[config.mk]
export PLATFORM = sky130hd
export DESIGN_NAME = asc_top
export DESIGN_NICKNAME = d
export VERILOG_FILES = /design/src/logic/asc_pkg.sv /design/src/logic/asc_fifo.sv /design/src/logic/asc_top.sv
export VERILOG_INCLUDE_DIRS = /design/src /design/src/logic
export SDC_FILE = /design/constraint.sdc
export NUM_CORES = 1
export LEC_CHECK = 0
export BUFFER_PORTS_ARGS = -buffer_cell sky130_fd_sc_hd__buf_2
export CORE_MARGIN = 2
export CORE_UTILIZATION = 50
export DETAILED_ROUTE_END_ITERATION = 12
export GPL_TIMING_DRIVEN = 0
export MAX_ROUTING_LAYER = met4
export PLACE_DENSITY = 0.72
export SETUP_SLACK_MARGIN = 0.5
export SKIP_LAST_GASP = 1
export SLEW_MARGIN = 10
export SYNTH_ARGS = -nofsm -noshare
export SYNTH_HDL_FRONTEND = slang
export SYNTH_SLANG_ARGS = --single-unit
export TNS_END_PERCENT = 50
[constraint.sdc]
create_clock -name i_clk -period 3.4 [get_ports i_clk]
set_input_delay 0.34 -clock i_clk [delete_from_list [all_inputs] [get_ports i_clk]]
set_output_delay 0.34 -clock i_clk [all_outputs]
set_load 0.03 [all_outputs]
[src/logic/asc_regs.svh]
// named constants of the converter serial sequencer
`ifndef ASC_REGS_SVH
`define ASC_REGS_SVH
`define ASC_CTRL_BITS 8
`define ASC_BIT_CNT_FULL 4'h8
`define ASC_TRACK_BIT 4'h5
`define ASC_RES_BITS 12
`define ASC_RES_MSB 4'hb
`define ASC_RES_CNT_FULL 4'hc
`define ASC_MSB_TRIAL 12'h800
`define ASC_MODE_FULL_PD 2'h0
`define ASC_MODE_FAST_PD 2'h1
`define ASC_MODE_INT_CLK 2'h2
`define ASC_MODE_EXT_CLK 2'h3
`define ASC_SHUTDOWN_LEVEL_INPUT_LOW 2'h0
`define ASC_SHUTDOWN_LEVEL_INPUT_FLOAT 2'h1
`define ASC_SHUTDOWN_LEVEL_INPUT_HIGH 2'h3
`define ASC_PAIR_FLIP 3'h1
`define ASC_FIFO_DEPTH 8
`define ASC_INT_DIV 4
`endif

[src/logic/asc_pkg.sv]
// types shared by the converter serial sequencer
`include "asc_regs.svh"
package asc_pkg;
    typedef enum logic [1:0] {
        ASC_PD_FULL = `ASC_MODE_FULL_PD,
        ASC_PD_FAST = `ASC_MODE_FAST_PD,
        ASC_INT_CLK = `ASC_MODE_INT_CLK,
        ASC_EXT_CLK = `ASC_MODE_EXT_CLK
    } asc_mode_e;
    typedef struct packed {
        logic start;
        logic [2:0] sel;
        logic unipolar;
        logic single_ended;
        asc_mode_e mode;
    } asc_ctrl_s;
    typedef struct packed {
        logic [2:0] pos;
        logic [2:0] neg;
        logic neg_gnd;
    } asc_mux_s;
    typedef logic [`ASC_RES_BITS-1:0] asc_result_t;
    typedef enum logic [1:0] {
        RX_HUNT = 2'h1,
        RX_BITS = 2'h2
    } asc_rx_e;
    typedef enum logic [3:0] {
        CV_IDLE = 4'h1,
        CV_EXT = 4'h2,
        CV_INT = 4'h4,
        CV_PUSH = 4'h8
    } asc_cv_e;
endpackage : asc_pkg

[src/logic/asc_fifo.sv]
// result fifo with a registered output stage
`timescale 1ns/1ps
module asc_fifo #(
    parameter int WIDTH = 12,
    parameter int DEPTH = 8
) (
    // clock and reset
    input wire logic i_clk,
    input wire logic i_rst_n,
    input wire logic i_ce,
    // fill side
    input wire logic i_in_valid,
    output logic o_in_ready,
    input wire logic [WIDTH-1:0] i_in_data,
    // drain side
    output logic o_out_valid,
    input wire logic i_out_ready,
    output logic [WIDTH-1:0] o_out_data
);
    localparam int PW = (DEPTH > 1) ? $clog2(DEPTH) : 1;
    localparam int CW = $clog2(DEPTH + 1);
    localparam logic [PW-1:0] LAST = PW'(DEPTH - 1);
    localparam logic [CW-1:0] FULL = CW'(DEPTH);

    logic [WIDTH-1:0] mem [DEPTH];
    logic [PW-1:0] wr_ptr;
    logic [PW-1:0] rd_ptr;
    logic [CW-1:0] count;
    logic push;
    logic pop;

    assign o_in_ready = (count != FULL);
    assign push = i_in_valid && o_in_ready;
    // refill the output stage whenever it is empty or being taken
    assign pop = (count != '0) && (!o_out_valid || i_out_ready);

    always_ff @(posedge i_clk) begin
        if (i_ce && push) begin
            mem[wr_ptr] <= i_in_data;
        end
    end

    always_ff @(posedge i_clk) begin
        if (!i_rst_n) begin
            wr_ptr <= '0;
            rd_ptr <= '0;
            count <= '0;
        end else if (i_ce) begin
            if (push) begin
                wr_ptr <= (wr_ptr == LAST) ? '0 : wr_ptr + 1'b1;
            end
            if (pop) begin
                rd_ptr <= (rd_ptr == LAST) ? '0 : rd_ptr + 1'b1;
            end
            count <= count + CW'(push) - CW'(pop);
        end
    end

    always_ff @(posedge i_clk) begin
        if (!i_rst_n) begin
            o_out_valid <= 1'b0;
            o_out_data <= '0;
        end else if (i_ce) begin
            if (pop) begin
                o_out_valid <= 1'b1;
                o_out_data <= mem[rd_ptr];
            end else if (i_out_ready) begin
                o_out_valid <= 1'b0;
            end
        end
    end
endmodule : asc_fifo

[src/logic/asc_top.sv]
// serial control and conversion sequencer of an 8-channel 12-bit converter
`timescale 1ns/1ps
`include "asc_regs.svh"

module asc_top #(
    parameter int INT_DIV = `ASC_INT_DIV,
    parameter int FIFO_DEPTH = `ASC_FIFO_DEPTH
) (
    // clock, reset, enable
    input wire logic i_clk,
    input wire logic i_rst_n,
    input wire logic i_ce,
    // serial pins
    input wire logic i_cs_n,
    input wire logic i_sclk,
    input wire logic i_din,
    output logic o_dout,
    output logic o_dout_oe,
    output logic o_conversion_strobe,
    output logic o_conversion_strobe_oe,
    // shutdown pin, decoded level code
    input wire logic [1:0] i_shutdown_level_input,
    output logic o_shutdown,
    output logic o_int_comp,
    // analog front end
    input wire logic i_comp,
    output asc_pkg::asc_mux_s o_mux,
    output logic o_track,
    output logic o_hold_on_neg,
    output asc_pkg::asc_result_t o_dac_code,
    output logic o_unipolar,
    output logic o_pd_full,
    output logic o_pd_fast,
    // result stream
    output logic o_res_valid,
    input wire logic i_res_ready,
    output asc_pkg::asc_result_t o_res_data
);
    import asc_pkg::*;

    localparam int DIV_W = (INT_DIV > 1) ? $clog2(INT_DIV) : 1;
    localparam logic [DIV_W-1:0] DIV_LAST = DIV_W'(INT_DIV - 1);

    // single-ended channel from select bits; pair partner is the neighbour
    function automatic logic [2:0] asc_pos_chan(input logic [2:0] sel);
        return {sel[1], sel[0], sel[2]};
    endfunction : asc_pos_chan

    function automatic asc_result_t asc_sar_step(input asc_result_t code, input logic [3:0] idx,
                                                 input logic keep);
        asc_result_t r;
        r = code;
        r[idx] = keep;
        if (idx != 4'h0) begin
            r[idx - 4'h1] = 1'b1;
        end
        return r;
    endfunction : asc_sar_step

    // pin synchronisers
    logic cs_s1, cs_s2;
    logic sclk_s1, sclk_s2, sclk_d;
    logic din_s1, din_s2;
    logic comp_s1, comp_s2;
    logic [1:0] shutdown_level_input_s1, shutdown_level_input_s2;

    always_ff @(posedge i_clk) begin
        if (!i_rst_n) begin
            cs_s1 <= 1'b1;
            cs_s2 <= 1'b1;
            sclk_s1 <= 1'b0;
            sclk_s2 <= 1'b0;
            sclk_d <= 1'b0;
            din_s1 <= 1'b0;
            din_s2 <= 1'b0;
            comp_s1 <= 1'b0;
            comp_s2 <= 1'b0;
            shutdown_level_input_s1 <= `ASC_SHUTDOWN_LEVEL_INPUT_FLOAT;
            shutdown_level_input_s2 <= `ASC_SHUTDOWN_LEVEL_INPUT_FLOAT;
        end else if (i_ce) begin
            cs_s1 <= i_cs_n;
            cs_s2 <= cs_s1;
            sclk_s1 <= i_sclk;
            sclk_s2 <= sclk_s1;
            sclk_d <= sclk_s2;
            din_s1 <= i_din;
            din_s2 <= din_s1;
            comp_s1 <= i_comp;
            comp_s2 <= comp_s1;
            shutdown_level_input_s1 <= i_shutdown_level_input;
            shutdown_level_input_s2 <= shutdown_level_input_s1;
        end
    end

    logic sclk_rise;
    logic sclk_fall;
    logic shutdown;
    assign sclk_rise = sclk_s2 && !sclk_d;
    assign sclk_fall = !sclk_s2 && sclk_d;
    assign shutdown = (shutdown_level_input_s2 == `ASC_SHUTDOWN_LEVEL_INPUT_LOW);

    always_ff @(posedge i_clk) begin
        if (!i_rst_n) begin
            o_shutdown <= 1'b0;
            o_int_comp <= 1'b0;
        end else if (i_ce) begin
            o_shutdown <= shutdown;
            o_int_comp <= (shutdown_level_input_s2 == `ASC_SHUTDOWN_LEVEL_INPUT_HIGH);
        end
    end

    // control byte receiver
    asc_rx_e rx_state;
    logic [`ASC_CTRL_BITS-1:0] rx_sh;
    logic [3:0] rx_cnt;
    logic byte_done;
    logic track_fall;
    asc_ctrl_s ctrl_byte;

    assign byte_done = sclk_fall && (rx_state == RX_BITS) && (rx_cnt == `ASC_BIT_CNT_FULL);
    assign track_fall = sclk_fall && (rx_state == RX_BITS) && (rx_cnt == `ASC_TRACK_BIT);
    assign ctrl_byte = asc_ctrl_s'(rx_sh);

    always_ff @(posedge i_clk) begin
        if (!i_rst_n) begin
            rx_state <= RX_HUNT;
            rx_sh <= '0;
            rx_cnt <= 4'h0;
        end else if (i_ce) begin
            if (cs_s2 || shutdown) begin
                rx_state <= RX_HUNT;
                rx_sh <= '0;
                rx_cnt <= 4'h0;
            end else if (byte_done) begin
                rx_state <= RX_HUNT;
                rx_cnt <= 4'h0;
            end else if (sclk_rise) begin
                unique case (rx_state)
                    RX_HUNT: begin
                        if (din_s2) begin
                            rx_state <= RX_BITS;
                            rx_sh <= {rx_sh[`ASC_CTRL_BITS-2:0], din_s2};
                            rx_cnt <= 4'h1;
                        end
                    end
                    RX_BITS: begin
                        rx_sh <= {rx_sh[`ASC_CTRL_BITS-2:0], din_s2};
                        rx_cnt <= rx_cnt + 4'h1;
                    end
                endcase
            end
        end
    end

    // conversion sequencer
    asc_cv_e cv_state;
    logic [3:0] bit_idx;
    logic [DIV_W-1:0] div_cnt;
    logic ext_mode;
    logic start_conv;
    logic fifo_ready;
    logic conv_mode;

    assign conv_mode = (ctrl_byte.mode == ASC_INT_CLK) || (ctrl_byte.mode == ASC_EXT_CLK);
    // a byte finishing mid conversion is dropped
    assign start_conv = byte_done && (cv_state == CV_IDLE) && conv_mode;

    always_ff @(posedge i_clk) begin
        if (!i_rst_n) begin
            o_track <= 1'b0;
            o_mux <= '0;
            o_unipolar <= 1'b0;
            o_pd_full <= 1'b0;
            o_pd_fast <= 1'b0;
            ext_mode <= 1'b0;
        end else if (i_ce) begin
            if (shutdown) begin
                o_track <= 1'b0;
            end else if (track_fall && (cv_state == CV_IDLE)) begin
                o_track <= 1'b1;
                o_mux.pos <= asc_pos_chan(rx_sh[3:1]);
            end else if (byte_done) begin
                o_track <= 1'b0;
            end
            if (byte_done && (cv_state == CV_IDLE)) begin
                // return node: ground or pair partner
                o_mux.pos <= asc_pos_chan(ctrl_byte.sel);
                o_mux.neg <= asc_pos_chan(ctrl_byte.sel) ^ `ASC_PAIR_FLIP;
                o_mux.neg_gnd <= ctrl_byte.single_ended;
                o_unipolar <= ctrl_byte.unipolar;
                o_pd_full <= (ctrl_byte.mode == ASC_PD_FULL);
                o_pd_fast <= (ctrl_byte.mode == ASC_PD_FAST);
                ext_mode <= (ctrl_byte.mode == ASC_EXT_CLK);
            end
        end
    end

    always_ff @(posedge i_clk) begin
        if (!i_rst_n) begin
            cv_state <= CV_IDLE;
            o_dac_code <= '0;
            bit_idx <= 4'h0;
            div_cnt <= '0;
            o_conversion_strobe <= 1'b0;
            o_hold_on_neg <= 1'b0;
        end else if (i_ce) begin
            if (shutdown || (cs_s2 && (cv_state == CV_EXT))) begin
                // no clock to finish an external conversion once deselected
                cv_state <= CV_IDLE;
                o_hold_on_neg <= 1'b0;
                o_conversion_strobe <= 1'b0;
            end else begin
                unique case (cv_state)
                    CV_IDLE: begin
                        if (start_conv) begin
                            o_hold_on_neg <= 1'b1;
                            o_dac_code <= `ASC_MSB_TRIAL;
                            bit_idx <= `ASC_RES_MSB;
                            div_cnt <= '0;
                            if (ctrl_byte.mode == ASC_EXT_CLK) begin
                                // strobe high one period before msb
                                o_conversion_strobe <= 1'b1;
                                cv_state <= CV_EXT;
                            end else begin
                                o_conversion_strobe <= 1'b0;
                                cv_state <= CV_INT;
                            end
                        end
                    end
                    CV_EXT: begin
                        // one decision per host clock fall
                        if (sclk_fall) begin
                            o_conversion_strobe <= 1'b0;
                            o_dac_code <= asc_sar_step(o_dac_code, bit_idx, comp_s2);
                            bit_idx <= bit_idx - 4'h1;
                            if (bit_idx == 4'h0) begin
                                cv_state <= CV_PUSH;
                            end
                        end
                    end
                    CV_INT: begin
                        if (div_cnt == DIV_LAST) begin
                            div_cnt <= '0;
                            o_dac_code <= asc_sar_step(o_dac_code, bit_idx, comp_s2);
                            bit_idx <= bit_idx - 4'h1;
                            if (bit_idx == 4'h0) begin
                                cv_state <= CV_PUSH;
                            end
                        end else begin
                            div_cnt <= div_cnt + 1'b1;
                        end
                    end
                    CV_PUSH: begin
                        // twelve-bit word leaves; waits while fifo is full
                        if (fifo_ready) begin
                            o_hold_on_neg <= 1'b0;
                            o_conversion_strobe <= !ext_mode;
                            cv_state <= CV_IDLE;
                        end
                    end
                endcase
            end
        end
    end

    // serial output shifter
    asc_result_t out_sh;
    logic [3:0] out_cnt;

    always_ff @(posedge i_clk) begin
        if (!i_rst_n) begin
            o_dout <= 1'b0;
            out_sh <= '0;
            out_cnt <= 4'h0;
        end else if (i_ce) begin
            if (cv_state == CV_PUSH && fifo_ready && !ext_mode) begin
                out_sh <= o_dac_code;
                out_cnt <= `ASC_RES_CNT_FULL;
            end else if (sclk_fall) begin
                // bits change on falls, msb first
                // msb decision leaves on the fall that ends the strobe pulse
                if (cv_state == CV_EXT) begin
                    o_dout <= comp_s2;
                end else if (out_cnt != 4'h0) begin
                    o_dout <= out_sh[`ASC_RES_MSB];
                    out_sh <= {out_sh[`ASC_RES_BITS-2:0], 1'b0};
                    out_cnt <= out_cnt - 4'h1;
                end else begin
                    o_dout <= 1'b0;
                end
            end
        end
    end

    always_ff @(posedge i_clk) begin
        if (!i_rst_n) begin
            o_dout_oe <= 1'b0;
            o_conversion_strobe_oe <= 1'b0;
        end else if (i_ce) begin
            o_dout_oe <= !cs_s2;
            // strobe released only in external mode
            o_conversion_strobe_oe <= !cs_s2 || !ext_mode;
        end
    end

    asc_fifo #(
        .WIDTH(`ASC_RES_BITS),
        .DEPTH(FIFO_DEPTH)
    ) u_fifo (
        .i_clk(i_clk),
        .i_rst_n(i_rst_n),
        .i_ce(i_ce),
        .i_in_valid(cv_state == CV_PUSH),
        .o_in_ready(fifo_ready),
        .i_in_data(o_dac_code),
        .o_out_valid(o_res_valid),
        .i_out_ready(i_res_ready),
        .o_out_data(o_res_data)
    );
endmodule : asc_top

==> metrics.cfg, run 1 <==
[place]
dpl.cell_count = 1045
dp_hpwl_um = 14100
pre_cts_ws_ns = 0.131
gp_congestion = 0.868
io_buffers = 52

[timing]
relSlewSlack_pct = 14.0
min_period_ns = 2.98
fin_hold_ws_ns = 0.0626
rsz0062_at_grt = true
setup_viol = 0
fin_skew_ns = 0.0165
fin_crit_sh_pct = 87.8
tns_ns = 0
fin_ws_ns = 0.416
maxSlewViolCount = 0
tightest_slew_ns = 1.29
hold_violations = 0
max_freq_ghz = 0.335

[worst_setup_path]
worstPathCellList = buf_4, or4b_4, buf_6, a21oi_1, nand3_1, nor2_2
cp_slowest_stage_delay_ns = 0.76
arrival_ns = 3.11
r2r_slack_ns = 0.42
crit_buf_inv = 2
crit_family = simple AND/OR/NAND/NOR gates
crit_type = reg -> reg
crit_slowest_cell = nor2_2
setup.worst_path.end_class = flip-flop
cp_max_fo = 12
cp.required_ns = 3.52
crit_path_start_kind = flip-flop

[status]
status = complete, no violations

[clocking]
clock_sinks = 202
cts_tree = done
cts.path.max_buffers = 3
clk_pin_slew_ns = 0.06
ctsHoldBuffers = 0
htree_levels = 1
root_buffer = clkbuf_16
insertion_delay_ns = 0.51
numCtsBuffers = 22

[floorplan]
die-height_um = 138
die_x_um = 138
core_um2 = 17400
initial_core_util_pct = 51.5
ios = 53
core.rowCount = 48
die-area_um2 = 19000

[drt]
wirelength_um = 21100
ant_nets = 0
via_per_inst = 5.87
drt_iter0_markers = 486
first_pass_iters = 4
wire_per_inst_um = 19.4
num_vias = 6367
drcViolationCount = 0

[global_route]
grt_max_degree = 15
grt_pass1_vias = 6089
grt_first_pass_wirelength_um = 32900
antenna_found_initial = 0
grtUsageTotal_pct = 23.4
grt_overflow_total = 0

[pwr]
p_leak_nw = 3.63
comb_power_share_pct = 27.5
powerDensity_nw_per_um2 = 737
p_int_mw = 5.08
p_clk_share_pct = 31.2
p_sw_mw = 2.50
pwr-share-seq_pct = 41.2
p_sw_share_pct = 33.0
peakVddDrop_v = 0.000719

[synth]
syn_nets = 796
synth_area_um2 = 8930
synth.ff_latch_count = 202
syn_inst = 762
yosys_most_used_dff = dfxtp_1
ys_types = 71
synth_edf_count = 96
async_flop_share_pct = 0
yosysWarnings = 0
synth_seq_area_share_pct = 56.0
synth_area_per_cell_um2 = 11.7

[layout]
final_common_cell = dfxtp_1
final_nets = 878
utilization_pct = 59.3
layout_common_cells = 106 x dfxtp_1, 96 x edfxtp_1, 80 x nor2_1
drive_gt1_share_pct = 18.3
area_growth_pct = 15.1
n_antenna_cell = 0
stdcell_count = 1085

[hold_path]
hp-class = in -> reg

[run]
maxCapViolations = 0

[worst reg2reg max path, delay by kind of cell, from the launching register on]
kind            cells  cell delay [ns]
simple gates        3             1.52
flops               1             0.36
buf+inv             2             0.33
compound gates      1             0.40
[state kept, by name, indices dropped and copies added (netlist names), 3 cells and up]
signal and cells:
bit_idx 4, ctrl_byte 7, cv_state 4, o_dac_code 12
o_mux 7, out_cnt 4, out_sh 12, rx_cnt 4
u_fifo.count 4, u_fifo.mem 96, u_fifo.o_out_data 12, u_fifo.rd_ptr 3
u_fifo.wr_ptr 3
[cells in the mapped netlist (3+ instances only)]
library cell / instances / share of area (%)
mux4_2: 24 / 6.0
o21ai_0: 27 / 1.5
a21oi_1: 49 / 2.7
nand3b_1: 4 / 0.34
nor3_1: 11 / 0.62
inv_1: 16 / 0.67
nor2b_1: 5 / 0.35
a21o_1: 3 / 0.25
dfxtp_1: 106 / 24
o21ai_1: 5 / 0.28
nor2_1: 83 / 3.5
nand2_1: 46 / 1.9
nand4_1: 10 / 0.70
ha_1: 23 / 3.2
edfxtp_1: 96 / 32
nor4b_1: 3 / 0.29
clkbuf_1: 35 / 1.5
nor4_1: 4 / 0.28
o22a_1: 4 / 0.39
o21a_1: 6 / 0.50
a211oi_1: 31 / 2.6
mux2_2: 5 / 0.63
buf_1: 6 / 0.25
nand2b_1: 7 / 0.49
xnor2_1: 5 / 0.49
buf_2: 6 / 0.34
mux2i_1: 53 / 5.9
or2_2: 4 / 0.28
nor3b_1: 8 / 0.67
a31oi_1: 6 / 0.42
nand3_1: 20 / 1.1
[power by group through the flow]
stage | logic, mW | clock network, mW | registers, mW
6_report | 2.09 | 2.37 | 3.13
2_1_floorplan | 1.38 | 0 | 3.29
5_1_grt | 2.30 | 2.49 | 3.17
4_1_cts | 2.09 | 2.39 | 3.13
3_3_place_gp | 2.06 | 0 | 3.17
3_5_place_dp | 2.07 | 0 | 3.18
[metrics by stage]
stage | cell area [um2] | total power [mW]
detailed placement | 9560 | 5.25
CTS | 10300 | 7.61
finish | 10300 | 7.58
floorplan | 8930 | 4.67
global route | 10300 | 7.96
global placement | 9480 | 5.23
[kinds of logic after synthesis]
family	count (synthesis)	share of synthesized area [%]
AO/OA/AOI/OAI	153	11.0
XOR/XNOR	6	0.588
adder cells (fa/ha/maj)	24	3.44
buffers and inverters	68	3.28
flip-flops	202	56.0
multiplexers	82	12.6
AND/OR/NAND/NOR	227	13.1
[repair_timing]
| action | in CTS | in global routing |
|---|---|---|
| gates resized for setup | 2 | 1 |
| setup endpoints to repair | 36 | 49 |
| setup buffers | 0 | 0 |
| cloned | 0 | 0 |
[layer usage]
metal / share of wire (%) / GRT usage [%] / vias up
li1: - / - / 3005
met1: 45 / 31.2 / 3153
met2: 48 / 37.6 / 175
met3: 4.3 / 3.35 / 34
met4: 2.3 / 6.53 / 0
met5: 0 / - / -
[worst paths after layout]
check	startpoint	end	depth (start not counted)
worst max-delay path	cv_state[3]$_SDFFE_PN0P_	u_fifo.mem[7][5]$_DFFE_PP_	6
worst min register to register	o_mux[3]$_SDFFE_PN0P_	o_mux[3]$_SDFFE_PN0P_	2
worst max register to register	cv_state[3]$_SDFFE_PN0P_	u_fifo.mem[7][5]$_DFFE_PP_	6
worst min-delay path	i_cs_n	cs_s1$_SDFFE_PN1P_	3
[area by class of cell]
class                      count  area [um2]
buffer                        51         229
clock buffer                  31         614
clock inverter                 9         108
fill                        1422        7070
inverter                      17        63.8
multi-input combinational    492        3670
sequential                   202        5000
tap                          225         282
timing repair buffer          58         313
Note: power is estimated with default switching activity, not from simulation.
==> inputs of run 2 (changes only) <==
ABC_AREA = 1   (was unset)
CTS_CLUSTER_DIAMETER = 60   (was unset)
PLACE_DENSITY = 0.67   (was 0.72)
==> run 2 against run 1 <==
Combinational power shrank 29%; clock skew is 0.0099 ns higher; non-clock buffer count is 6 lower; critical path type unchanged.
==> metrics.cfg, run 2 <==
[timing]
rsz0062_at_grt = false
max_freq_ghz = 0.373
min_period_ns = 2.68
tns_ns = 0
relSlewSlack_pct = 21.0
tightest_slew_ns = 1.18
hold_violations = 0
maxSlewViolCount = 0
setup_viol = 0
fin_skew_ns = 0.0264
fin_crit_sh_pct = 79.0
fin_ws_ns = 0.716

[drt]
wire_per_inst_um = 17.4
ant_nets = 0
drt_iter0_markers = 560
drcViolationCount = 0
via_per_inst = 5.44
num_vias = 7408
wirelength_um = 23600
first_pass_iters = 5

[place]
dp_hpwl_um = 16400
dpl.cell_count = 1321
io_buffers = 50
pre_cts_ws_ns = 0.615
gp_congestion = 0.895

[layout]
area_growth_pct = 14.2
largest_reg_flops = 96
stdcell_count = 1361
final_common_cell = nor2_1
layout_common_cells = 172 x nor2_1, 162 x nand2_1, 121 x o21ai_0
final.fill_count = 1654
regMostFlops = u_fifo.mem
drive_gt1_share_pct = 13.4
final_nets = 1150

[synth]
synth_common_cells = 174 x nor2_1, 162 x nand2_1, 121 x o21ai_0
ys_top_cells_by_area = edfxtp_1 32%, dfxtp_1 23%, nor2_1 7.1%
syn_nets = 1072
ys_types = 42
synth_edf_count = 96
synth.ff_latch_count = 202
async_flop_share_pct = 0
yosysWarnings = 0
synth_area_um2 = 9150
synthMostInstantiatedCell = nor2_1
synth_area_per_cell_um2 = 8.81
synth_top_cell_by_area = edfxtp_1
syn_inst = 1038
yosys_most_used_dff = dfxtp_1
synth_seq_area_share_pct = 54.7
synth_top_area_share_pct = 31.5

[pwr]
powerDensity_nw_per_um2 = 649
peakVddDrop_v = 0.000415
p_leak_nw = 4.29

[global_route]
grt_overflow_total = 0
grt_first_pass_wirelength_um = 37700
antenna_found_initial = 0
grtUsageTotal_pct = 25.2
grt_pass1_vias = 7080
grt_max_degree = 14

[clocking]
root_buffer = clkbuf_16
numCtsBuffers = 22
cts_tree = done
insertion_delay_ns = 0.52
ctsHoldBuffers = 0
cts.path.max_buffers = 3
htree_levels = 1
cts_setup_buffers = 0
clock_sinks = 202
clk_pin_slew_ns = 0.06

[worst_setup_path]
arrival_ns = 2.80
crit_family = simple AND/OR/NAND/NOR gates
cp_max_fo = 12
cp_slowest_stage_delay_ns = 0.90
crit_slowest_cell = nor2_1
crit_path_start_kind = flip-flop
setup.worst_path.end_class = flip-flop
worstPathCellList = nand2_2, nor2_4, nand2_4, nor2_8, inv_1, nor2_1, inv_1, nor2_1
cp.required_ns = 3.51
crit_type = reg -> reg
crit_buf_inv = 2

[floorplan]
ios = 53
core_um2 = 18000
die-height_um = 139
core.rowCount = 49
die-area_um2 = 19400
initial_core_util_pct = 50.9
die_x_um = 139

[status]
status = complete, no violations

[run]
maxCapViolations = 0

[hold_path]
hp-class = in -> reg

## run 2: kinds of logic (layout without fill, tap and decap cells)
family	Yosys count	count (layout)	synth area share, %
xor gates and xnor gates	8	8	0.766
and+or+nand+nor	437	437	20.6
muxes	4	4	0.438
DFF	202	202	54.7
adders and majority gates	24	24	3.37
buffers and inverters	134	227	6.17
other	0	1	0
AOI/OAI and AO/OA	229	229	13.9
## run 2: repair_timing
item,4_1_cts,5_1_grt
endpoints found under the hold margin,0,0
gates resized for setup,0,1
endpoints found under the setup margin,0,12
## run 2: per-layer routing
metal  GRT usage (%)  wire [um]  vias up  share of wire, %
met4            6.54        448        0               1.9
met5               -          0        -                 0
li1                -          -     3658                 -
met1            33.5      10700     3518                45
met3            3.61       1200       28               5.1
met2            40.8      11300      204                48
## run 2: final cells by class
| class | count | area [um2] | area share [%] |
|---|---|---|---|
| clock buffers | 32 | 628 | 6.01 |
| clock inverters | 7 | 72.6 | 0.695 |
| well taps | 229 | 287 | 2.74 |
| diodes | 1 | 2.50 | 0.0239 |
| flip-flops and latches | 202 | 5000 | 47.9 |
| repair buffers | 54 | 288 | 2.75 |
| multi-input cells | 702 | 3600 | 34.5 |
| plain buffers | 49 | 243 | 2.32 |
| inverters | 85 | 322 | 3.08 |
## run 2: stage by stage
step / total power, mW / hold slack (ns) / area, um2 / utilization [%]
after floorplan: 4.01 / 0.429 / 9150 / -
after global placement: 4.48 / 0.439 / 9680 / 53.9
after detailed placement: 4.50 / 0.452 / 9740 / 54.2
after CTS: 6.82 / 0.0216 / 10400 / 58.1
after global routing: 7.12 / 0.0493 / 10400 / 58.2
final: 6.79 / 0.0390 / 10400 / 58.2
## run 2: path summary, 6_finish.rpt
check	from	to	slack, ns	depth (start not counted)
worst min register to register	u_fifo.o_out_data[7]$_SDFFE_PN0P_	u_fifo.o_out_data[7]$_SDFFE_PN0P_	0.46	2
worst max register to register	cv_state[3]$_SDFFE_PN0P_	u_fifo.mem[1][11]$_DFFE_PP_	0.72	8
worst max-delay path	cv_state[3]$_SDFFE_PN0P_	u_fifo.mem[1][11]$_DFFE_PP_	0.72	8
worst min-delay path	i_cs_n	cs_s1$_SDFFE_PN1P_	0.04	3
## run 2: power by group
part	switching, mW	internal, mW	leakage [nW]
combinational	1.04	0.451	2.19
clock	0.959	1.36	0.341
sequential	0.224	2.75	1.76
total	2.23	4.56	4.29
## run 2: worst register-to-register path, delay by kind of cell, from the launching register on
family	cells	cell delay [ns]
and+or+nand+nor	6	1.58
DFF	1	0.48
buffers and inverters	2	0.22
==> inputs of run 3 (changes only) <==
clock period = 2.6 ns   (was 3.4 ns; I/O delays follow)
==> run 3 against run 2 <==
Final area is 2.8% higher; clock skew is 0.0014 ns higher; setup slack worse by 0.20 ns; largest cell class unchanged; power is 32% higher; global-route usage is 0.20 points higher; die area stayed put; sequential power is 31% higher; maximum frequency is 29% higher; clock power is 31% higher; sequential cell count stayed put.
==> metrics.cfg, run 3 (same netlist as run 2, synthesis figures left out) <==
[drt]
first_pass_iters = 5
drt_iter0_markers = 621
drcViolationCount = 0
wirelength_um = 23900
via_per_inst = 5.51
wire_per_inst_um = 17.4
ant_nets = 0
num_vias = 7577

[worst_setup_path]
cp_slowest_stage_delay_ns = 0.56
reg2reg_depth = 12
cp.required_ns = 3.06
crit_type = reg -> reg
crit_family = adder cells
cp_max_fo = 4
rr_endpoint = u_fifo.count[1]$_SDFFE_PN0P_
reg2reg_from = u_fifo.count[2]$_SDFFE_PN0P_
arrival_ns = 2.54
setup.worst_path.end_class = flip-flop
crit_slowest_cell = fa_2
worstPathCellList = inv_2, buf_6, ha_4, nand3_2, nand2_2, inv_2, ha_4, inv_2, ha_4, fa_2, o21ai_1, a21oi_1
crit_path_start_kind = flip-flop
crit_buf_inv = 4
r2r_slack_ns = 0.51

[clocking]
root_buffer = clkbuf_16
cts_tree = done
cts.path.max_buffers = 3
clk_pin_slew_ns = 0.06
htree_levels = 1
clock_sinks = 202
numCtsBuffers = 22
insertion_delay_ns = 0.52

[global_route]
grt_first_pass_wirelength_um = 38000
grt_max_degree = 14
grt_overflow_total = 0
antenna_found_initial = 0
grt_pass1_vias = 7166
grtUsageTotal_pct = 25.4

[pwr]
p_leak_nw = 4.43
powerDensity_nw_per_um2 = 834
power_mw = 8.96
peakVddDrop_v = 0.000546

[floorplan]
ios = 53
core.rowCount = 49
initial_core_util_pct = 50.9
die_x_um = 139
die-area_um2 = 19400
core_um2 = 18000
die-height_um = 139

[place]
placed_area_um2 = 9740
io_buffers = 50
gp_congestion = 0.895
dpl.cell_count = 1321
dp_hpwl_um = 16400

[timing]
fin_crit_sh_pct = 80.2
min_period_ns = 2.09
tns_ns = 0
setup_viol = 0
fin_skew_ns = 0.0279
relSlewSlack_pct = 54.1
fin_hold_ws_ns = 0.155
tightest_slew_ns = 0.689
max_freq_ghz = 0.480
hold_violations = 0
maxSlewViolCount = 0
rsz0062_at_grt = true

[layout]
area_growth_pct = 17.4
final.fill_count = 1608
fin_area_um2 = 10700
final_common_cell = nor2_1
regMostFlops = u_fifo.mem
n_antenna_cell = 0
largest_reg_flops = 96
drive_gt1_share_pct = 16.1
stdcell_count = 1375
final_nets = 1165
layout_common_cells = 169 x nor2_1, 161 x nand2_1, 118 x o21ai_0

[hold_path]
min_to = u_fifo.o_out_valid$_SDFFE_PN0P_
hold_depth = 4
hp-class = in -> reg
hp-start = i_res_ready

[status]
status = complete, no violations

[run]
maxCapViolations = 0

[run 3: timing repair]
action	CTS	global route
gates cloned	0	0
setup endpoints to repair	72	119
setup buffers	3	6
endpoints found under the hold margin	6	0
gates resized for setup	9	31
hold buffers	6	0
pin swaps	1	12
[run 3: layout make-up]
type	count	area (um2)	share of cell area (%)
clock buffers	32	628	5.85
multi-input cells	702	3710	34.6
clock inverters	7	72.6	0.676
repair buffers	69	460	4.29
flip-flops and latches	202	5010	46.6
inverters	85	322	2.99
plain buffers	49	245	2.28
well taps	229	287	2.67
[run 3: power by group]
group | switching (mW) | total (mW) | internal (mW)
sequential | 0.292 | 3.89 | 3.60
combinational | 1.40 | 2.04 | 0.641
clock | 1.25 | 3.03 | 1.78
total | 2.94 | 8.96 | 6.02
[run 3: through the flow]
step                      utilization, %  setup WS [ns]
final                               59.8          0.515
after global routing                59.8          0.393
after CTS                           58.9          0.320
after detailed placement            54.2         -0.185
after global placement              53.9         -0.636
after floorplan                        -          0.152
[run 3: worst reg2reg max path: stages, from the launching register on]
cell	delay [ns]
dfxtp_2	0.32
inv_2	0.08
buf_6	0.10
ha_4	0.11
nand3_2	0.08
nand2_2	0.10
inv_2	0.05
ha_4	0.26
inv_2	0.04
ha_4	0.15
fa_2	0.56
o21ai_1	0.06
a21oi_1	0.12
[run 3: worst max path at each step]
stage,start,end,cells after the start
final,u_fifo.count[2]$_SDFFE_PN0P_,u_fifo.count[1]$_SDFFE_PN0P_,12
after global routing,cv_state[0]$_SDFFE_PN1P_,u_fifo.mem[4][4]$_DFFE_PP_,8
after CTS,u_fifo.count[2]$_SDFFE_PN0P_,u_fifo.mem[7][1]$_DFFE_PP_,10
after detailed placement,cv_state[3]$_SDFFE_PN0P_,u_fifo.mem[1][1]$_DFFE_PP_,8
after global placement,u_fifo.count[2]$_SDFFE_PN0P_,u_fifo.mem[7][0]$_DFFE_PP_,9
after floorplan,cv_state[3]$_SDFFE_PN0P_,u_fifo.mem[5][0]$_DFFE_PP_,8
[run 3: layer usage]
metal | GRT usage [%] | share of wire, % | vias up | wire, um
li1 | - | - | 3694 | -
met1 | 33.4 | 44 | 3599 | 10500
met2 | 40.4 | 47 | 247 | 11200
met3 | 3.99 | 6.2 | 37 | 1480
met4 | 8.24 | 2.8 | 0 | 667
met5 | - | 0 | - | 0
